`src/hdl/rstcause_pkg.sv`:
```
/*
  constants for the reset-cause and watchdog block: register offsets,
  bit positions of the reset control register, vectors and timing counts.
  assumes a 125 MHz system clock and a 32-bit classic wishbone bus.
*/
package rstcause_pkg;
  // byte offsets on the register bus
  localparam logic [7:0] CTRL_OFS = 8'h00;  // reset control register
  localparam logic [7:0] FUSE_OFS = 8'h04;  // watchdog config word (fuse image)
  localparam logic [7:0] PC_OFS = 8'h08;    // last vector loaded
  localparam logic [7:0] WDT_OFS = 8'h0C;   // watchdog count, read only

  // bit positions of the reset control register
  localparam int POR_BIT = 0;
  localparam int BOR_BIT = 1;
  localparam int IDLE_BIT = 2;
  localparam int SLEEP_BIT = 3;
  localparam int WATCHDOG_TIMEOUT_FLAG_BIT = 4;
  localparam int SWEN_BIT = 5;
  localparam int SWR_BIT = 6;
  localparam int EXTERNAL_RESET_FLAG_BIT = 7;
  localparam int LVL_LSB = 8;
  localparam int LVEN_BIT = 12;
  localparam int REFERENCE_STABLE_FLAG_BIT = 13;
  localparam int IOP_BIT = 14;
  localparam int TRAP_BIT = 15;

  // writable bits: everything but the reference-stable flag
  localparam logic [15:0] CTRL_WMASK = 16'hDFFF;
  localparam logic [15:0] CTRL_RESET = 16'h0003;

  // program counter values
  localparam logic [23:0] RESET_VEC = 24'h000000;
  localparam logic [23:0] CLKFAIL_VEC = 24'h000004;
  localparam logic [23:0] PC_STEP = 24'h000002;

  // watchdog: counter width, fuse reset value (erased fuse reads 1)
  localparam int WDT_W = 16;
  localparam logic FUSE_RESET = 1'b1;

  // reference settle time in ns and its cycle count (least time, rounded up)
  localparam int CLK_NS = 8;
  localparam int BG_SETTLE_NS = 1000;
  localparam int BG_CYCLES = (BG_SETTLE_NS + CLK_NS - 1) / CLK_NS;
endpackage

```
`src/hdl/reset_cause_and_watchdog.sv`:
```
/*
  reset-cause recording, watchdog and low-voltage detector control.
  assumes: reset/wake events arrive as one-cycle pulses from logic on i_clk,
  the master-clear pin and the rc-oscillator tick come from outside and are
  synchronised here; software reaches the registers over classic wishbone.
*/
// The implementer's own choices: the placing of the registers and register access over Wishbone.
// What this block does
// RQ1: every reset loads pc zero; clock-fail trap vectors to four, flags untouched
// RQ2: power-on sets power-on and brown-out flags, clears all others
// RQ3: brown-out sets brown-out flag, clears power-on, others unchanged
// RQ4: master clear while running sets external, clears soft, watchdog, idle, sleep
// RQ5: soft reset sets soft flag, clears external, watchdog, idle, sleep
// RQ6: master clear in sleep sets external and sleep, clears watchdog and idle
// RQ7: master clear in idle sets external and idle, clears watchdog and sleep
// RQ8: watchdog timeout when awake resets, sets watchdog, clears external, soft, idle, sleep
// RQ9: watchdog timeout in sleep wakes at pc+2, sets watchdog and sleep flags
// RQ10: interrupt wake from sleep sets sleep flag, continues at pc+2 or vector
// RQ11: trap conflict and illegal op resets set their own flag, pc zero
// RQ12: all reset-cause flags are software readable and writable
// RQ13: watchdog counts on rc oscillator ticks, independent of the cpu clock
// RQ14: enabled watchdog increments until overflow, which is the timeout
// RQ15: fuse enable of one forces watchdog on; fuse reads one after erase
// RQ16: with fuse zero the soft enable bit five gates the watchdog
// RQ17: watchdog clear instruction resets the count; software must issue it
// RQ18: detector threshold comes from the 4-bit level field, bits 11 to 8
// RQ19: detector runs only while its enable bit twelve is set
// RQ20: read-only bit thirteen shows the reference has settled after enable
// RQ21: power-save instruction operand picks sleep or idle
// RQ22: internal resets never drive the master-clear pin low
// RQ23: brown-out flag sits at bit one
// RQ24: reference-stable flag clears whenever the detector is disabled
`timescale 1ns/1ps
module reset_cause_and_watchdog (
  input wire logic i_clk,
  input wire logic i_rstn,
  // classic wishbone slave
  input wire logic i_wb_cyc,
  input wire logic i_wb_stb,
  input wire logic i_wb_we,
  input wire logic [3:0] i_wb_sel,
  input wire logic [7:0] i_wb_adr,
  input wire logic [31:0] i_wb_dat,
  output logic [31:0] o_wb_dat,
  output logic o_wb_ack,
  // event pulses from on-chip logic
  input wire logic i_por_evt,
  input wire logic i_bor_evt,
  input wire logic i_swr_evt,
  input wire logic i_trap_conflict_evt,
  input wire logic i_illegal_op_evt,
  input wire logic i_clkfail_evt,
  input wire logic i_irq_wake_evt,
  input wire logic i_watchdog_clear_instr,
  input wire logic i_power_save_instr,
  input wire logic i_power_save_idle,
  input wire logic [23:0] i_cur_pc,
  // asynchronous inputs
  input wire logic i_master_clear_pin_n,
  input wire logic i_rc_tick,
  // master-clear pin: open-drain output, never driven by this block
  output logic o_master_clear_pin_out,
  output logic o_master_clear_pin_oe,
  // results
  output logic o_sys_reset,
  output logic o_pc_load,
  output logic [23:0] o_pc_value,
  output logic o_sleeping,
  output logic o_idling,
  output logic o_lowvolt_detect_enable,
  output logic [3:0] o_lowvolt_level_sel
);

  // width is taken from the package so the count and its read-back agree
  localparam int WDT_W_LOCAL = rstcause_pkg::WDT_W;

  // power state of the core; only the save instruction leaves run
  typedef enum logic [1:0] {RUN, SLEEP, IDLE} power_e;

  // reset release pair
  logic rst_meta_reg, rst_sync_reg;
  // pin and rc tick synchroniser stages plus the edge-detect history
  logic master_clear_pin_meta_reg, master_clear_pin_sync_reg, master_clear_pin_last_reg;
  logic tick_meta_reg, tick_sync_reg, tick_last_reg;
  // software-visible state
  logic [15:0] reset_control_reg, reset_control_next;
  logic watchdog_config_word_reg;
  // watchdog and reference settle counters
  logic [WDT_W_LOCAL-1:0] wdt_count_reg;
  logic [7:0] bg_count_reg;
  // power state and its registered output copies
  power_e power_reg;
  logic sleeping_reg, idling_reg;
  // vector and result pulses
  logic [23:0] pc_reg;
  logic pc_load_reg, sys_reset_reg, ack_reg;
  // bus read data, valid while ack stands
  logic [31:0] rdat_reg;

  // reset release through two flops; assert is asynchronous
  always_ff @(posedge i_clk or negedge i_rstn) begin
    if (!i_rstn) begin
      rst_meta_reg <= 1'b0;
      rst_sync_reg <= 1'b0;
    end else begin
      rst_meta_reg <= 1'b1;
      rst_sync_reg <= rst_meta_reg;
    end
  end
  wire rstn = rst_sync_reg;

  // pin and rc tick synchronisers; only the second stage and the history flop feed logic
  always_ff @(posedge i_clk or negedge rstn) begin
    if (!rstn) begin
      master_clear_pin_meta_reg <= 1'b1;
      master_clear_pin_sync_reg <= 1'b1;
      master_clear_pin_last_reg <= 1'b1;
      tick_meta_reg <= 1'b0;
      tick_sync_reg <= 1'b0;
      tick_last_reg <= 1'b0;
    end else begin
      master_clear_pin_meta_reg <= i_master_clear_pin_n;
      master_clear_pin_sync_reg <= master_clear_pin_meta_reg;
      master_clear_pin_last_reg <= master_clear_pin_sync_reg;
      tick_meta_reg <= i_rc_tick;
      tick_sync_reg <= tick_meta_reg;
      tick_last_reg <= tick_sync_reg;
    end
  end

  // edge detectors read only the second stage and the history flop;
  // their history resets to the idle level of each pin, so the release
  // of reset never looks like an edge.
  // limitation: a pin pulse shorter than one clock period may be missed,
  // which also acts as a crude filter against narrow glitches.
  wire master_clear_pin_evt = master_clear_pin_last_reg & ~master_clear_pin_sync_reg;  // falling edge of the pin
  wire rc_en = tick_sync_reg & ~tick_last_reg;     // one pulse per rc period

  // bus decode; a one-cycle ack, dropped the cycle after it is given
  wire bus_req = i_wb_cyc & i_wb_stb & ~ack_reg;
  wire wr_ctrl = bus_req & i_wb_we & (i_wb_adr == rstcause_pkg::CTRL_OFS);
  wire wr_fuse = bus_req & i_wb_we & (i_wb_adr == rstcause_pkg::FUSE_OFS);

  // byte-lane merge of a bus write into the 16-bit control word;
  // lanes 2 and 3 fall outside the register and are dropped
  function automatic logic [15:0] lane_merge(input logic [15:0] old,
                                             input logic [31:0] dat,
                                             input logic [3:0] sel);
    lane_merge = old;
    if (sel[0]) lane_merge[7:0] = dat[7:0];
    if (sel[1]) lane_merge[15:8] = dat[15:8];
  endfunction

  // watchdog enable: forced by fuse, else the soft bit
  wire wdt_en = watchdog_config_word_reg |
                reset_control_reg[rstcause_pkg::SWEN_BIT];  // see RQ15 see RQ16
  wire wdt_ovf = wdt_en & rc_en & (&wdt_count_reg);  // see RQ14
  wire wdt_reset = wdt_ovf & (power_reg != SLEEP);    // see RQ8
  wire wdt_wake = wdt_ovf & (power_reg == SLEEP);     // see RQ9
  // master clear while running also clears the soft-reset flag;
  // from sleep or idle that flag is kept
  wire master_clear_pin_run = master_clear_pin_evt & (power_reg == RUN);
  // every source that restarts the core at the reset vector
  wire any_reset = i_por_evt | i_bor_evt | master_clear_pin_evt | i_swr_evt | wdt_reset |
                   i_trap_conflict_evt | i_illegal_op_evt;

  // next flag value: software write first, events on top so a set wins.
  // only one event is applied per cycle; the priority chain below is
  // por, bor, master clear, watchdog reset, soft reset, trap, illegal op,
  // watchdog wake and interrupt wake. a lower event lost in a collision
  // is not remembered, since a higher reset restarts the core anyway.
  // the reference-stable bit is recomputed last so no write can set it.
  always_comb begin
    reset_control_next = reset_control_reg;
    if (wr_ctrl) begin  // see RQ12
      reset_control_next = (lane_merge(reset_control_reg, i_wb_dat, i_wb_sel) &
                            rstcause_pkg::CTRL_WMASK) |
                           (reset_control_reg & ~rstcause_pkg::CTRL_WMASK);
    end
    if (i_por_evt) begin
      // flags cleared, power-on and brown-out set; control fields kept
      reset_control_next[rstcause_pkg::TRAP_BIT] = 1'b0;  // see RQ2
      reset_control_next[rstcause_pkg::IOP_BIT] = 1'b0;
      reset_control_next[rstcause_pkg::EXTERNAL_RESET_FLAG_BIT] = 1'b0;
      reset_control_next[rstcause_pkg::SWR_BIT] = 1'b0;
      reset_control_next[rstcause_pkg::WATCHDOG_TIMEOUT_FLAG_BIT] = 1'b0;
      reset_control_next[rstcause_pkg::IDLE_BIT] = 1'b0;
      reset_control_next[rstcause_pkg::SLEEP_BIT] = 1'b0;
      reset_control_next[rstcause_pkg::POR_BIT] = 1'b1;
      reset_control_next[rstcause_pkg::BOR_BIT] = 1'b1;  // see RQ23
    end else if (i_bor_evt) begin
      reset_control_next[rstcause_pkg::POR_BIT] = 1'b0;  // see RQ3
      reset_control_next[rstcause_pkg::BOR_BIT] = 1'b1;
    end else if (master_clear_pin_evt) begin
      reset_control_next[rstcause_pkg::EXTERNAL_RESET_FLAG_BIT] = 1'b1;  // see RQ4
      reset_control_next[rstcause_pkg::WATCHDOG_TIMEOUT_FLAG_BIT] = 1'b0;
      reset_control_next[rstcause_pkg::IDLE_BIT] = (power_reg == IDLE);   // see RQ7
      reset_control_next[rstcause_pkg::SLEEP_BIT] = (power_reg == SLEEP); // see RQ6
      if (master_clear_pin_run) reset_control_next[rstcause_pkg::SWR_BIT] = 1'b0;
    end else if (wdt_reset) begin
      reset_control_next[rstcause_pkg::WATCHDOG_TIMEOUT_FLAG_BIT] = 1'b1;  // see RQ8
      reset_control_next[rstcause_pkg::EXTERNAL_RESET_FLAG_BIT] = 1'b0;
      reset_control_next[rstcause_pkg::SWR_BIT] = 1'b0;
      reset_control_next[rstcause_pkg::IDLE_BIT] = 1'b0;
      reset_control_next[rstcause_pkg::SLEEP_BIT] = 1'b0;
    end else if (i_swr_evt) begin
      reset_control_next[rstcause_pkg::SWR_BIT] = 1'b1;  // see RQ5
      reset_control_next[rstcause_pkg::EXTERNAL_RESET_FLAG_BIT] = 1'b0;
      reset_control_next[rstcause_pkg::WATCHDOG_TIMEOUT_FLAG_BIT] = 1'b0;
      reset_control_next[rstcause_pkg::IDLE_BIT] = 1'b0;
      reset_control_next[rstcause_pkg::SLEEP_BIT] = 1'b0;
    end else if (i_trap_conflict_evt) begin
      reset_control_next[rstcause_pkg::TRAP_BIT] = 1'b1;  // see RQ11
    end else if (i_illegal_op_evt) begin
      reset_control_next[rstcause_pkg::IOP_BIT] = 1'b1;  // see RQ11
    end else if (wdt_wake) begin
      reset_control_next[rstcause_pkg::WATCHDOG_TIMEOUT_FLAG_BIT] = 1'b1;  // see RQ9
      reset_control_next[rstcause_pkg::SLEEP_BIT] = 1'b1;
    end else if (i_irq_wake_evt && power_reg == SLEEP) begin
      reset_control_next[rstcause_pkg::SLEEP_BIT] = 1'b1;  // see RQ10
    end
    // clock-fail trap touches no flag (see RQ1)
    // reference-stable flag is hardware only; cleared while detector is off
    reset_control_next[rstcause_pkg::REFERENCE_STABLE_FLAG_BIT] =
      reset_control_next[rstcause_pkg::LVEN_BIT] &
      (bg_count_reg == 8'(rstcause_pkg::BG_CYCLES));  // see RQ20 see RQ24
  end

  // reset control register; after reset it shows power-on and brown-out
  always_ff @(posedge i_clk or negedge rstn) begin
    if (!rstn) begin
      reset_control_reg <= rstcause_pkg::CTRL_RESET;
    end else begin
      reset_control_reg <= reset_control_next;
    end
  end

  // fuse image: erased value one, rewritable by the programming path.
  // trade-off: a real fuse survives reset; here the image reloads its
  // erased value, which is the safe side since the watchdog comes up on.
  always_ff @(posedge i_clk or negedge rstn) begin
    if (!rstn) begin
      watchdog_config_word_reg <= rstcause_pkg::FUSE_RESET;  // see RQ15
    end else if (wr_fuse && i_wb_sel[0]) begin
      watchdog_config_word_reg <= i_wb_dat[0];
    end
  end

  // watchdog counter advances only on rc ticks, so a stalled cpu clock
  // elsewhere does not stop it; clear on instruction or any reset.
  // the overflow cycle itself clears the count, so a sleep wake starts
  // a fresh period. a disabled watchdog holds zero, so enabling it never
  // inherits a partly run period.
  always_ff @(posedge i_clk or negedge rstn) begin
    if (!rstn) begin
      wdt_count_reg <= '0;
    end else if (i_watchdog_clear_instr || any_reset || wdt_ovf || !wdt_en) begin
      wdt_count_reg <= '0;  // see RQ17
    end else if (rc_en) begin
      wdt_count_reg <= wdt_count_reg + 1'b1;  // see RQ13 see RQ14
    end
  end

  // reference settle counter runs from detector enable, held at terminal;
  // a disable restarts it so every enable waits a full settle interval
  always_ff @(posedge i_clk or negedge rstn) begin
    if (!rstn) begin
      bg_count_reg <= '0;
    end else if (!reset_control_reg[rstcause_pkg::LVEN_BIT]) begin
      bg_count_reg <= '0;  // see RQ24
    end else if (bg_count_reg != 8'(rstcause_pkg::BG_CYCLES)) begin
      bg_count_reg <= bg_count_reg + 8'h01;
    end
  end

  // power state: the instruction operand picks sleep or idle.
  // the output copies are kept in step here so the pins come from flops
  // with the same timing as the state itself.
  always_ff @(posedge i_clk or negedge rstn) begin
    if (!rstn) begin
      power_reg <= RUN;
      sleeping_reg <= 1'b0;
      idling_reg <= 1'b0;
    end else if (any_reset || wdt_wake || i_irq_wake_evt) begin
      power_reg <= RUN;
      sleeping_reg <= 1'b0;
      idling_reg <= 1'b0;
    end else if (i_power_save_instr && power_reg == RUN) begin
      power_reg <= i_power_save_idle ? IDLE : SLEEP;  // see RQ21
      sleeping_reg <= !i_power_save_idle;
      idling_reg <= i_power_save_idle;
    end
  end

  // program counter load; wakes resume after the power-save instruction.
  // limitation: an interrupt wake reports the resume address; the core
  // substitutes its own vector when it takes the interrupt.
  // an interrupt seen while running loads nothing here.
  always_ff @(posedge i_clk or negedge rstn) begin
    if (!rstn) begin
      pc_reg <= rstcause_pkg::RESET_VEC;
      pc_load_reg <= 1'b0;
      sys_reset_reg <= 1'b0;
    end else begin
      sys_reset_reg <= any_reset;
      pc_load_reg <= any_reset | i_clkfail_evt | wdt_wake |
                     (i_irq_wake_evt & (power_reg != RUN));
      if (any_reset) begin
        pc_reg <= rstcause_pkg::RESET_VEC;  // see RQ1 see RQ11
      end else if (i_clkfail_evt) begin
        pc_reg <= rstcause_pkg::CLKFAIL_VEC;  // see RQ1
      end else if (wdt_wake || (i_irq_wake_evt && power_reg != RUN)) begin
        pc_reg <= i_cur_pc + rstcause_pkg::PC_STEP;  // see RQ9 see RQ10
      end
    end
  end

  // bus answer: one wait-free cycle, unmapped addresses read zero.
  // the ack term in the request decode stops a held strobe from being
  // taken twice; the master must drop cyc and stb before the next cycle.
  // read data is cleared when not acking so stale values never linger.
  always_ff @(posedge i_clk or negedge rstn) begin
    if (!rstn) begin
      ack_reg <= 1'b0;
      rdat_reg <= '0;
    end else begin
      ack_reg <= bus_req;
      rdat_reg <= '0;
      if (bus_req && !i_wb_we) begin
        unique case (i_wb_adr)
          rstcause_pkg::CTRL_OFS: rdat_reg <= {16'h0000, reset_control_reg};
          rstcause_pkg::FUSE_OFS: rdat_reg <= {31'h00000000, watchdog_config_word_reg};
          rstcause_pkg::PC_OFS: rdat_reg <= {8'h00, pc_reg};
          rstcause_pkg::WDT_OFS: rdat_reg <= {16'h0000, wdt_count_reg};
          default: rdat_reg <= '0;
        endcase
      end
    end
  end

  // outputs, each straight from its flop
  assign o_wb_ack = ack_reg;
  assign o_wb_dat = rdat_reg;
  assign o_pc_value = pc_reg;
  assign o_pc_load = pc_load_reg;
  assign o_sys_reset = sys_reset_reg;
  assign o_sleeping = sleeping_reg;
  assign o_idling = idling_reg;
  // detector control straight from register bits
  assign o_lowvolt_detect_enable = reset_control_reg[rstcause_pkg::LVEN_BIT];  // see RQ19
  assign o_lowvolt_level_sel = reset_control_reg[rstcause_pkg::LVL_LSB +: 4];  // see RQ18
  // pin is never pulled by internal resets
  assign o_master_clear_pin_out = 1'b0;  // see RQ22
  assign o_master_clear_pin_oe = 1'b0;   // see RQ22

endmodule // reset_cause_and_watchdog

```
`config.mk`:
```
export PLATFORM = sky130hd
export DESIGN_NAME = reset_cause_and_watchdog
export DESIGN_NICKNAME = d
export VERILOG_FILES = /design/src/hdl/rstcause_pkg.sv /design/src/hdl/reset_cause_and_watchdog.sv
export SDC_FILE = /design/constraint.sdc
export NUM_CORES = 1
export LEC_CHECK = 0
export ABC_CLOCK_PERIOD_IN_PS = 3900
export BUFFER_PORTS_ARGS = -buffer_cell sky130_fd_sc_hd__buf_4
export CORE_MARGIN = 5
export CORE_UTILIZATION = 33
export DETAILED_ROUTE_END_ITERATION = 8
export PLACE_DENSITY = 0.59
export SYNTH_ARGS = -nofsm -noshare
export SYNTH_HDL_FRONTEND = slang
export SYNTH_SLANG_ARGS = --single-unit
```
`constraint.sdc`:
```
create_clock -name i_clk -period 3.9 [get_ports i_clk]
set_input_delay 0.78 -clock i_clk [delete_from_list [all_inputs] [get_ports i_clk]]
set_output_delay 0.78 -clock i_clk [all_outputs]
set_load 0.1 [all_outputs]
```
======== Word level (Yosys, flattened, before mapping) ========
Cells that the tools add are included.
word-level totals
  register bits after elaboration ......... 112
  input bits .............................. 85
  word-level logic and storage cells ...... 131
operators by class
  add/sub/neg operators ................... 3
  equality and inequality tests ........... 9
  multiplexer cells ....................... 47
  bitwise operators ....................... 28
  reduce and logical (&&, ||, !) cells .... 22
operators by type and width
  kind                                                  number
  two-way mux 24 bit                                    4
  case mux 24 bit (4 select lines)                      1
  two-way mux 16 bit                                    3
  two-way mux 8 bit                                     6
  two-way mux 2 bit                                     17
  adder 24 x 2 -> 24 bit (second input constant)        1
  adder 16 x 1 -> 16 bit (second input constant)        1
  equality test 8 x 4 -> 1 bit (second input constant)  2
  bitwise OR 16 x 14 -> 16 bit                          1
  AND reduction 16 bit                                  1
  bitwise AND 1 bit                                     14
  two-way mux 1 bit                                     12
  bitwise OR 1 bit                                      10
  two-way mux 3 bit                                     3
  adder 8 x 1 -> 8 bit (second input constant)          1
  equality test 8 x 3 -> 1 bit (second input constant)  1
  equality test 8 x 7 -> 1 bit (second input constant)  1
  zero test 8 bit                                       1
  != test 8 x 7 -> 1 bit (second input constant)        1
  logical OR 1 bit                                      6
  nonzero test 2 bit                                    3
  nonzero test 3 bit                                    2
  logical AND 1 bit                                     5
  two-way mux 5 bit                                     1
  other kinds (6)                                       11

======== Longest topological paths before layout ========
Gate-level depths: netlist of the first run.
  depth after elaboration ................. 16
  depth in mapped cells ................... 8
  gate-level depth less buffers ........... 7

======== Worst setup path before layout of the first run ========
No wires, ideal clock.
  kind .................................... input port to flip-flop
  start point ............................. input i_wb_adr[1]
  end point ............................... register reset_control_reg[13]
  library setup time ...................... 0.121 ns
  data arrival time ....................... 2.232 ns
  path slack .............................. 1.547 ns
  stages .................................. 5
  path through ............................ nor4_2 -> nand3_2 -> nor4_2 -> mux2_4 -> nor2b_1
on the way
  cells in the longest elaborated chain, start to end .. 4
RTL lines
  element                     line                             text
  from (decl)                 reset_cause_and_watchdog.sv:42   input wire logic [7:0] i_wb_adr,
  zero test 8 bit             reset_cause_and_watchdog.sv:141  wire wr_ctrl = bus_req & i_wb_we & (i_wb_adr == rstcause_pkg::CTRL_OFS);
  bitwise AND 1 bit           reset_cause_and_watchdog.sv:141
  two-way mux 16 bit          reset_cause_and_watchdog.sv:175  if (wr_ctrl) begin
  net reset_control_next[12]  reset_cause_and_watchdog.sv:86   logic [15:0] reset_control_reg, reset_control_next;
  bitwise AND 1 bit           reset_cause_and_watchdog.sv:225  reset_control_next[rstcause_pkg::LVEN_BIT] &
  net reset_control_next[13]  reset_cause_and_watchdog.sv:86
  to (signal assigned)        reset_cause_and_watchdog.sv:232  reset_control_reg <= rstcause_pkg::CTRL_RESET;
  to (signal assigned)        reset_cause_and_watchdog.sv:234  reset_control_reg <= reset_control_next;
  to (decl)                   reset_cause_and_watchdog.sv:86
The timed path passes the listed nets, and every way through them passes these cells. The select of a mux whose other input is x is not followed.
A chain may end at the register's enable or synchronous reset.

======== Final worst setup path of the first run ========
  start point ............................. register wdt_count_reg[0]
  end point ............................... register pc_load_reg, in the netlist o_pc_load
on the way
  cells in the longest elaborated chain, start to end .. 9
  elaborated cells on any way between the ends .. 10
  those cells by class .................... bitwise (9); reduce/logical (1)
RTL lines
  element                             line                             text
  from (decl)                         reset_cause_and_watchdog.sv:89   logic [WDT_W_LOCAL-1:0] wdt_count_reg;
  from (signal assigned)              reset_cause_and_watchdog.sv:260  wdt_count_reg <= wdt_count_reg + 1'b1;
  AND reduction 16 bit (*)            reset_cause_and_watchdog.sv:157  wire wdt_ovf = wdt_en & rc_en & (&wdt_count_reg);
  bitwise AND 1 bit (*)               reset_cause_and_watchdog.sv:157
  bitwise AND 1 bit                   reset_cause_and_watchdog.sv:158  wire wdt_reset = wdt_ovf & (power_reg != SLEEP);
  bitwise OR 1 bit (2 in series)      reset_cause_and_watchdog.sv:164  wire any_reset = i_por_evt | i_bor_evt | master_clear_pin_evt | i_swr_evt | wdt_reset |
  bitwise OR 1 bit                    reset_cause_and_watchdog.sv:165  i_trap_conflict_evt | i_illegal_op_evt;
  bitwise OR 1 bit                    reset_cause_and_watchdog.sv:306  pc_load_reg <= any_reset | i_clkfail_evt | wdt_wake |
  bitwise OR 1 bit (*) (2 in series)  reset_cause_and_watchdog.sv:306
  to (signal assigned)                reset_cause_and_watchdog.sv:306
  to (decl)                           reset_cause_and_watchdog.sv:96   logic pc_load_reg, sys_reset_reg, ack_reg;
Every way passes the cells marked *; elsewhere a longest branch is shown, timed or not.

==> metrics.md, run 1 <==
| Metric | Value |
|---|---|
| F_max | 344.4 MHz |
| Flop pwr share | 49.5% |
| Final Skew | 0.008344 ns |
| Internal power | 1.642 mW |
| Antenna-violating nets left | 0 |
| Slew Limit Fails | 0 |
| Critical Path Start Type | register |
| Post-Syn Area | 0.005057 sq mm |
| Total CTS buffers | 9 |
| Area leader, netlist | dfrtp_1 |
| Drt total wl | 13.00 mm |
| Yosys cell types | 54 |
| Number of diodes | 0 |
| Unrepaired setup endpoints after global routing | false |
| DR pass1 iterations | 6 |
| Total power | 2.196 mW |
| Power Dens Cells | 344.6 mW/mm^2 |
| Crit-path max FO | 24 |
| Critical path's slowest cell | nand3_1 |
| Measured slew at the worst slew-check pin | 1.115 ns |
| I/O pins | 153 |
| Layout net count | 682 |
| Number of synthesized flops with an enable pin | 0 |
| Die W | 133.8 microns |
| Setup CP Type | register to register |
| Leak pwr | 2.773 nW |
| NetSw | 0.5540 mW |
| CP Cell Sequence | ha_1 > nand2_1 > nor4_2 > nand3_1 > nand3_1 > or2_2 |
| Max cap viols | 0 |
| Worst Setup End Kind | register |
| Worst slew margin | 25.36% |
| Commonest cells in the netlist | dfrtp_1 (96), nor2_1 (75), a211oi_1 (22), nand2_1 (22), xnor2_1 (22) |
| H-tree levels | 3 |
| GRT met3 Usage | 3.113% |
| Met2 Use GR | 24.48% |
| Vias in the first global route | 4022 |
| Main flop type after synthesis | dfrtp_1 |
| First-pass GRT wire length | 21.08 mm |
| Post-synth top area share | 47.50% |
| Global routing usage on met1 | 18.97% |
| Sequential-to-total area share from yosys stat | 50.62% |
| Synth area leaders | dfrtp_1 (48%), nor2_1 (5.6%), mux2_2 (4.7%) |
| Largest net degree at the start of global routing | 80 |
| Final min period | 2.903 ns |
| Mapped Avg Cell Area | 10.51 sq um |
| GRT Total Usage | 14.72% |
| Power share of the clock group | 42.0% |
| Gate Count Post-Synth | 481 |
| Worst-path clk slew | 0.07 ns |
| Worst-Skew Late Latency | 0.35 ns |
| Filler Cell Count | 1472 |
| # Post-CTS Setup Buffers | 0 |
| Hold_buf cts | 0 |
| Setup_tns | 0 ns |
| Arrival time worst endpoint | 3.20 ns |
| Vias | 3937 |
| Final Setup Violations | 0 |
| GPL Wtd Cong | 0.8188 |
| Switching Share | 25.23% |
| Reg2Reg Setup Slack | 1.0 ns |
| Cell mode on critical path | nand3_1 |
| Seq cells post-synth | 102 |
| GRT busiest layer | met2 |
| Top-count cell post-synth | dfrtp_1 |
| CTS tree | yes |
| Warnings from Yosys | 0 |
| Via/cell ratio | 5.009 |
| Part of the cycle the worst path needs | 74.45% |
| CTS resizes | 0 |
| Hpwl dp | 10.02 mm |
| Hold Crit Class | primary input to async pin |
| Area delta synth->final | 26.00% |
| Die Y | 133.8 microns |
| Comb pwr share | 8.4% |
| Fin. Hold Viols | 0 |
| CTS root buf | clkbuf_16 |
| Antenna violations before repair | 0 |
| PortBufs | 123 |
| DRT iter0 DRCs | 259 |
| Maximum vdd drop | 0.0001998 V |
| Grt ovf | 0 |
| Clock sink count | 102 |
| Asr flop ratio synth | 100.0% |
| Share of cells above drive strength 1 | 30.77% |
| Core area | 0.01509 sq mm |
| Starting Density | 33.52% |
| Num rows | 45 |
| Status | completed |
| Die Footprint | 0.01790 sq mm |
| DR WL/cell | 16.54 microns |
| DRC Markers | 0 |
| CP max stage delay | 0.79 ns |
| CTS Buffer Depth | 2 |
| Worst EP required | 4.19 ns |
cell type report:
type                       count  area (sq um)  area share, %
clock buffer                   9         225.2          3.534
clock inverter                 7         83.83          1.316
inverter                      10         37.54         0.5890
multi-input combinational    345          2288          35.91
sequential                   102          2564          40.23
tap                          188         235.2          3.691
timing repair buffer         125         938.4          14.73
cell usage in the layout (no fill, tap or decap), types with 5 or more instances in the layout:
master,instances
buf_4,125
dfrtp_1,95
nor2_1,75
nand2_1,22
a211oi_1,22
xnor2_1,22
mux2_2,21
xor2_1,19
nand3_1,18
nand4_1,17
and2_1,15
a22oi_1,15
mux2i_1,12
conb_1,11
inv_1,10
clkbuf_16,9
nor3_1,8
and3_1,7
nor4_1,6
dfstp_2,6
nor2b_1,5
a21oi_1,5
critical path: cells and delay by family (launching register included):
family	cells	cell delay, ns
AND/OR/NAND/NOR	5	2.18
flip-flops	1	0.44
adder cells (fa/ha/maj)	1	0.22
routing by layer:
| metal | wire length [microns] | vias to the layer above |
|---|---|---|
| met1 | 5645 | 1927 |
| met5 | 0 | - |
| met2 | 6559 | 98 |
| li1 | - | 1897 |
| met3 | 491 | 15 |
| met4 | 303 | 0 |
path summary, 6_finish.rpt:
check | from | to | depth (start not counted)
max | wdt_count_reg[0] | o_pc_load | 6
min | i_rstn | rst_sync_reg | 1
max reg2reg | wdt_count_reg[0] | o_pc_load | 6
min reg2reg | rst_meta_reg | rst_sync_reg | 0
max in group asynchronous | rst_sync_reg | reset_control_reg[10] | 1
min in group i_clk | rst_meta_reg | rst_sync_reg | 0
power groups by stage:
| stage | clock [mW] | sequential (mW) | combinational [mW] |
|---|---|---|---|
| floorplan | 0 | 1.11 | 0.105 |
| global placement | 0 | 1.11 | 0.183 |
| detailed placement | 0 | 1.11 | 0.186 |
| CTS | 0.941 | 1.09 | 0.186 |
| global route | 0.985 | 1.09 | 0.199 |
| finish | 0.923 | 1.09 | 0.185 |
kinds of logic (layout without fill, tap and decap cells):
kind of cell | count (synthesis) | in the layout | share of synthesized area [%]
AOI/OAI and AO/OA | 61 | 61 | 8.981
other | 2 | 11 | 0.1485
and+or+nand+nor | 193 | 193 | 19.57
xor gates and xnor gates | 41 | 41 | 7.100
buffers and inverters | 43 | 151 | 4.800
muxes | 35 | 35 | 7.793
adders and majority gates | 4 | 4 | 0.9896
DFF | 102 | 102 | 50.62
stage by stage:
stage / std cells / utilization [%] / worst slack, ns / instance area (sq um) / hold WS, ns
final: 786 / 42.23 / 0.9966 / 6372 / 0.1954
after CTS: 786 / 42.23 / 1.002 / 6372 / 0.1873
after global placement: 770 / 40.18 / 1.083 / 6063 / 0.3393
after floorplan: 490 / - / 0.8588 / 5091 / 0.3312
after global routing: 786 / 42.23 / 0.8038 / 6372 / 0.1821
after detailed placement: 770 / 40.18 / 1.025 / 6063 / 0.3410
Note: power is estimated with default switching activity, not from simulation.
==> inputs of run 2 (changes only) <==
--- a/config.mk
+++ b/config.mk
@@ -5,12 +5,13 @@
 export SDC_FILE = /design/constraint.sdc
 export NUM_CORES = 1
 export LEC_CHECK = 0
-export ABC_CLOCK_PERIOD_IN_PS = 3900
+export ABC_AREA = 1
+export ABC_CLOCK_PERIOD_IN_PS = 2800
 export BUFFER_PORTS_ARGS = -buffer_cell sky130_fd_sc_hd__buf_4
 export CORE_MARGIN = 5
 export CORE_UTILIZATION = 33
 export DETAILED_ROUTE_END_ITERATION = 8
-export PLACE_DENSITY = 0.59
+export PLACE_DENSITY = 0.58
 export SYNTH_ARGS = -nofsm -noshare
 export SYNTH_HDL_FRONTEND = slang
 export SYNTH_SLANG_ARGS = --single-unit
==> constraint.sdc (replaced) <==
create_clock -name i_clk -period 2.8 [get_ports i_clk]
set_input_delay 0.56 -clock i_clk [delete_from_list [all_inputs] [get_ports i_clk]]
set_output_delay 0.56 -clock i_clk [all_outputs]
set_load 0.1 [all_outputs]
==> metrics.md, run 2 <==
| Metric | Value |
|---|---|
| Hold Crit Class | register to async pin |
| Most frequent cells in the layout | nand2_1 (185), buf_4 (129), inv_1 (100) |
| I/O pins | 153 |
| Warnings from Yosys | 0 |
| DRT iter0 DRCs | 328 |
| Gate Count Post-Synth | 727 |
| Die Y | 141.2 microns |
| Final min period | 1.925 ns |
| Grt ovf | 0 |
| Worst Setup End Kind | register |
| First-pass GRT wire length | 25.97 mm |
| Maximum vdd drop | 0.0002663 V |
| Share of cells above drive strength 1 | 23.75% |
| CTS tree | yes |
| Clock sink count | 102 |
| Num rows | 48 |
| Number of synthesized flops with an enable pin | 0 |
| # Post-CTS Setup Buffers | 0 |
| CTS resizes | 0 |
| Post-synth top area share | 42.32% |
| Worst EP required | 3.03 ns |
| Setup_tns | 0 ns |
| Core area | 0.01706 sq mm |
| Yosys cell types | 47 |
| Setup CP Type | primary input to register |
| Die Footprint | 0.01992 sq mm |
| Area delta synth->final | 25.02% |
| Antenna violations before repair | 0 |
| Seq cells post-synth | 102 |
| Mapped Avg Cell Area | 7.808 sq um |
| Measured slew at the worst slew-check pin | 0.5110 ns |
| Post-Syn Area | 0.005677 sq mm |
| Synth area leaders | dfrtp_1 (42%), nand2_1 (12%), inv_1 (6.6%) |
| Worst-Skew Late Latency | 0.36 ns |
| Fin. Hold Viols | 0 |
| Top-count cell post-synth | nand2_1 |
| Layout net count | 943 |
| R2r worst-path depth | 10 |
| Sequential-to-total area share from yosys stat | 45.10% |
| Most common cell after layout, fill and taps aside | nand2_1 |
| CTS root buf | clkbuf_16 |
| Vias in the first global route | 4868 |
| Worst-path clk slew | 0.07 ns |
| Unrepaired setup endpoints after global routing | false |
| Area leader, netlist | dfrtp_1 |
| Final Setup Violations | 0 |
| Part of the cycle the worst path needs | 68.75% |
| H-tree levels | 3 |
| CTS Buffer Depth | 2 |
| Status | completed |
| Starting Density | 33.28% |
| Slew Limit Fails | 0 |
| Arrival time worst endpoint | 2.16 ns |
| Final Skew | 0.01152 ns |
| Leak pwr | 3.427 nW |
| Crit-path max FO | 11 |
| Main flop type after synthesis | dfrtp_1 |
| DRC Markers | 0 |
| GPL Wtd Cong | 0.9050 |
| PortBufs | 123 |
| Asr flop ratio synth | 100.0% |
| F_max | 519.5 MHz |
| Antenna-violating nets left | 0 |
| GRT Total Usage | 16.48% |
| Total CTS buffers | 9 |
| Drt total wl | 15.92 mm |
| Vias | 4942 |
| Final worst slack | 0.8749 ns |
| DR WL/cell | 14.69 microns |
| Power Dens Cells | 435.5 mW/mm^2 |
| Via/cell ratio | 4.559 |
| Hpwl dp | 12.85 mm |
| Worst slew margin | 65.89% |
| Number of diodes | 0 |
| DR pass1 iterations | 5 |
| Largest net degree at the start of global routing | 43 |
| Commonest cells in the netlist | nand2_1 (185), inv_1 (100), dfrtp_1 (96) |
| Critical Path Start Type | primary input |
| DP Worst Slack | 0.4434 ns |
| Max cap viols | 0 |
| Die W | 141.2 microns |
| Hold_buf cts | 1 |
==> run 2: area by class of cell <==
type,count,area (sq um)
multi-input combinational,504,2539
timing repair buffer,131,998.5
tap,225,281.5
sequential,102,2564
clock inverter,6,80.08
inverter,106,405.4
clock buffer,10,229.0
fill,1788,9960
==> run 2: layer usage <==
metal	up-vias	GRT usage, %	share of wire [%]
met1	2249	23.31	47
met3	17	3.697	7.5
met4	0	5.864	1.9
met5	-	0	0
met2	147	24.78	43
li1	2529	-	-
==> run 2: cells by family (layout without fill, tap and decap cells) <==
kind of cell    Yosys count  after routing  synth area share (%)
compound gates           86             86                 9.059
xor+xnor                 21             21                 3.240
fa+ha+maj                 4              4                0.8817
other cells               2             11                0.1323
buf+inv                 130            253                 10.78
flops                   102            102                 45.10
simple gates            382            382                 30.81
==> run 2: per-stage QoR <==
stage	utilization (%)	power, mW	hold WS [ns]	instances	instance area, sq um
final	41.61	3.091	0.2818	1084	7097
after global routing	41.61	3.208	0.2981	1084	7097
after CTS	41.61	3.125	0.2928	1084	7097
after detailed placement	39.74	1.832	0.2991	1067	6778
after global placement	39.74	1.832	0.3039	1067	6778
after floorplan	-	1.711	0.2644	736	5712
==> run 2: final timing paths <==
check	startpoint	to	slack (ns)
worst max-delay path	i_wb_adr[1]	reset_control_reg[13]	0.87
worst min-delay path	rst_sync_reg	power_reg[0]	0.28
worst max register to register	wdt_count_reg[1]	o_pc_value[7]	0.88
worst min register to register	rst_sync_reg	power_reg[0]	0.28
max in group asynchronous	rst_sync_reg	reset_control_reg[1]	1.76
min in group i_clk	i_rc_tick	tick_meta_reg	0.31
==> run 2: power by group <==
part	switching [mW]	total [mW]	internal [mW]
Combinational	0.198	0.298	0.100
Sequential	0.0161	1.50	1.49
Clock	0.580	1.29	0.709
Total	0.793	3.09	2.30
==> run 2: worst max-delay path: stages <==
cell     delay, ns
buf_4         0.12
nor2_4        0.16
nand3_1       0.10
nor2_2        0.41
nand2_1       0.18
nor2_2        0.32
nand2_1       0.09
o21a_1        0.13
inv_1         0.06
nor2_1        0.03
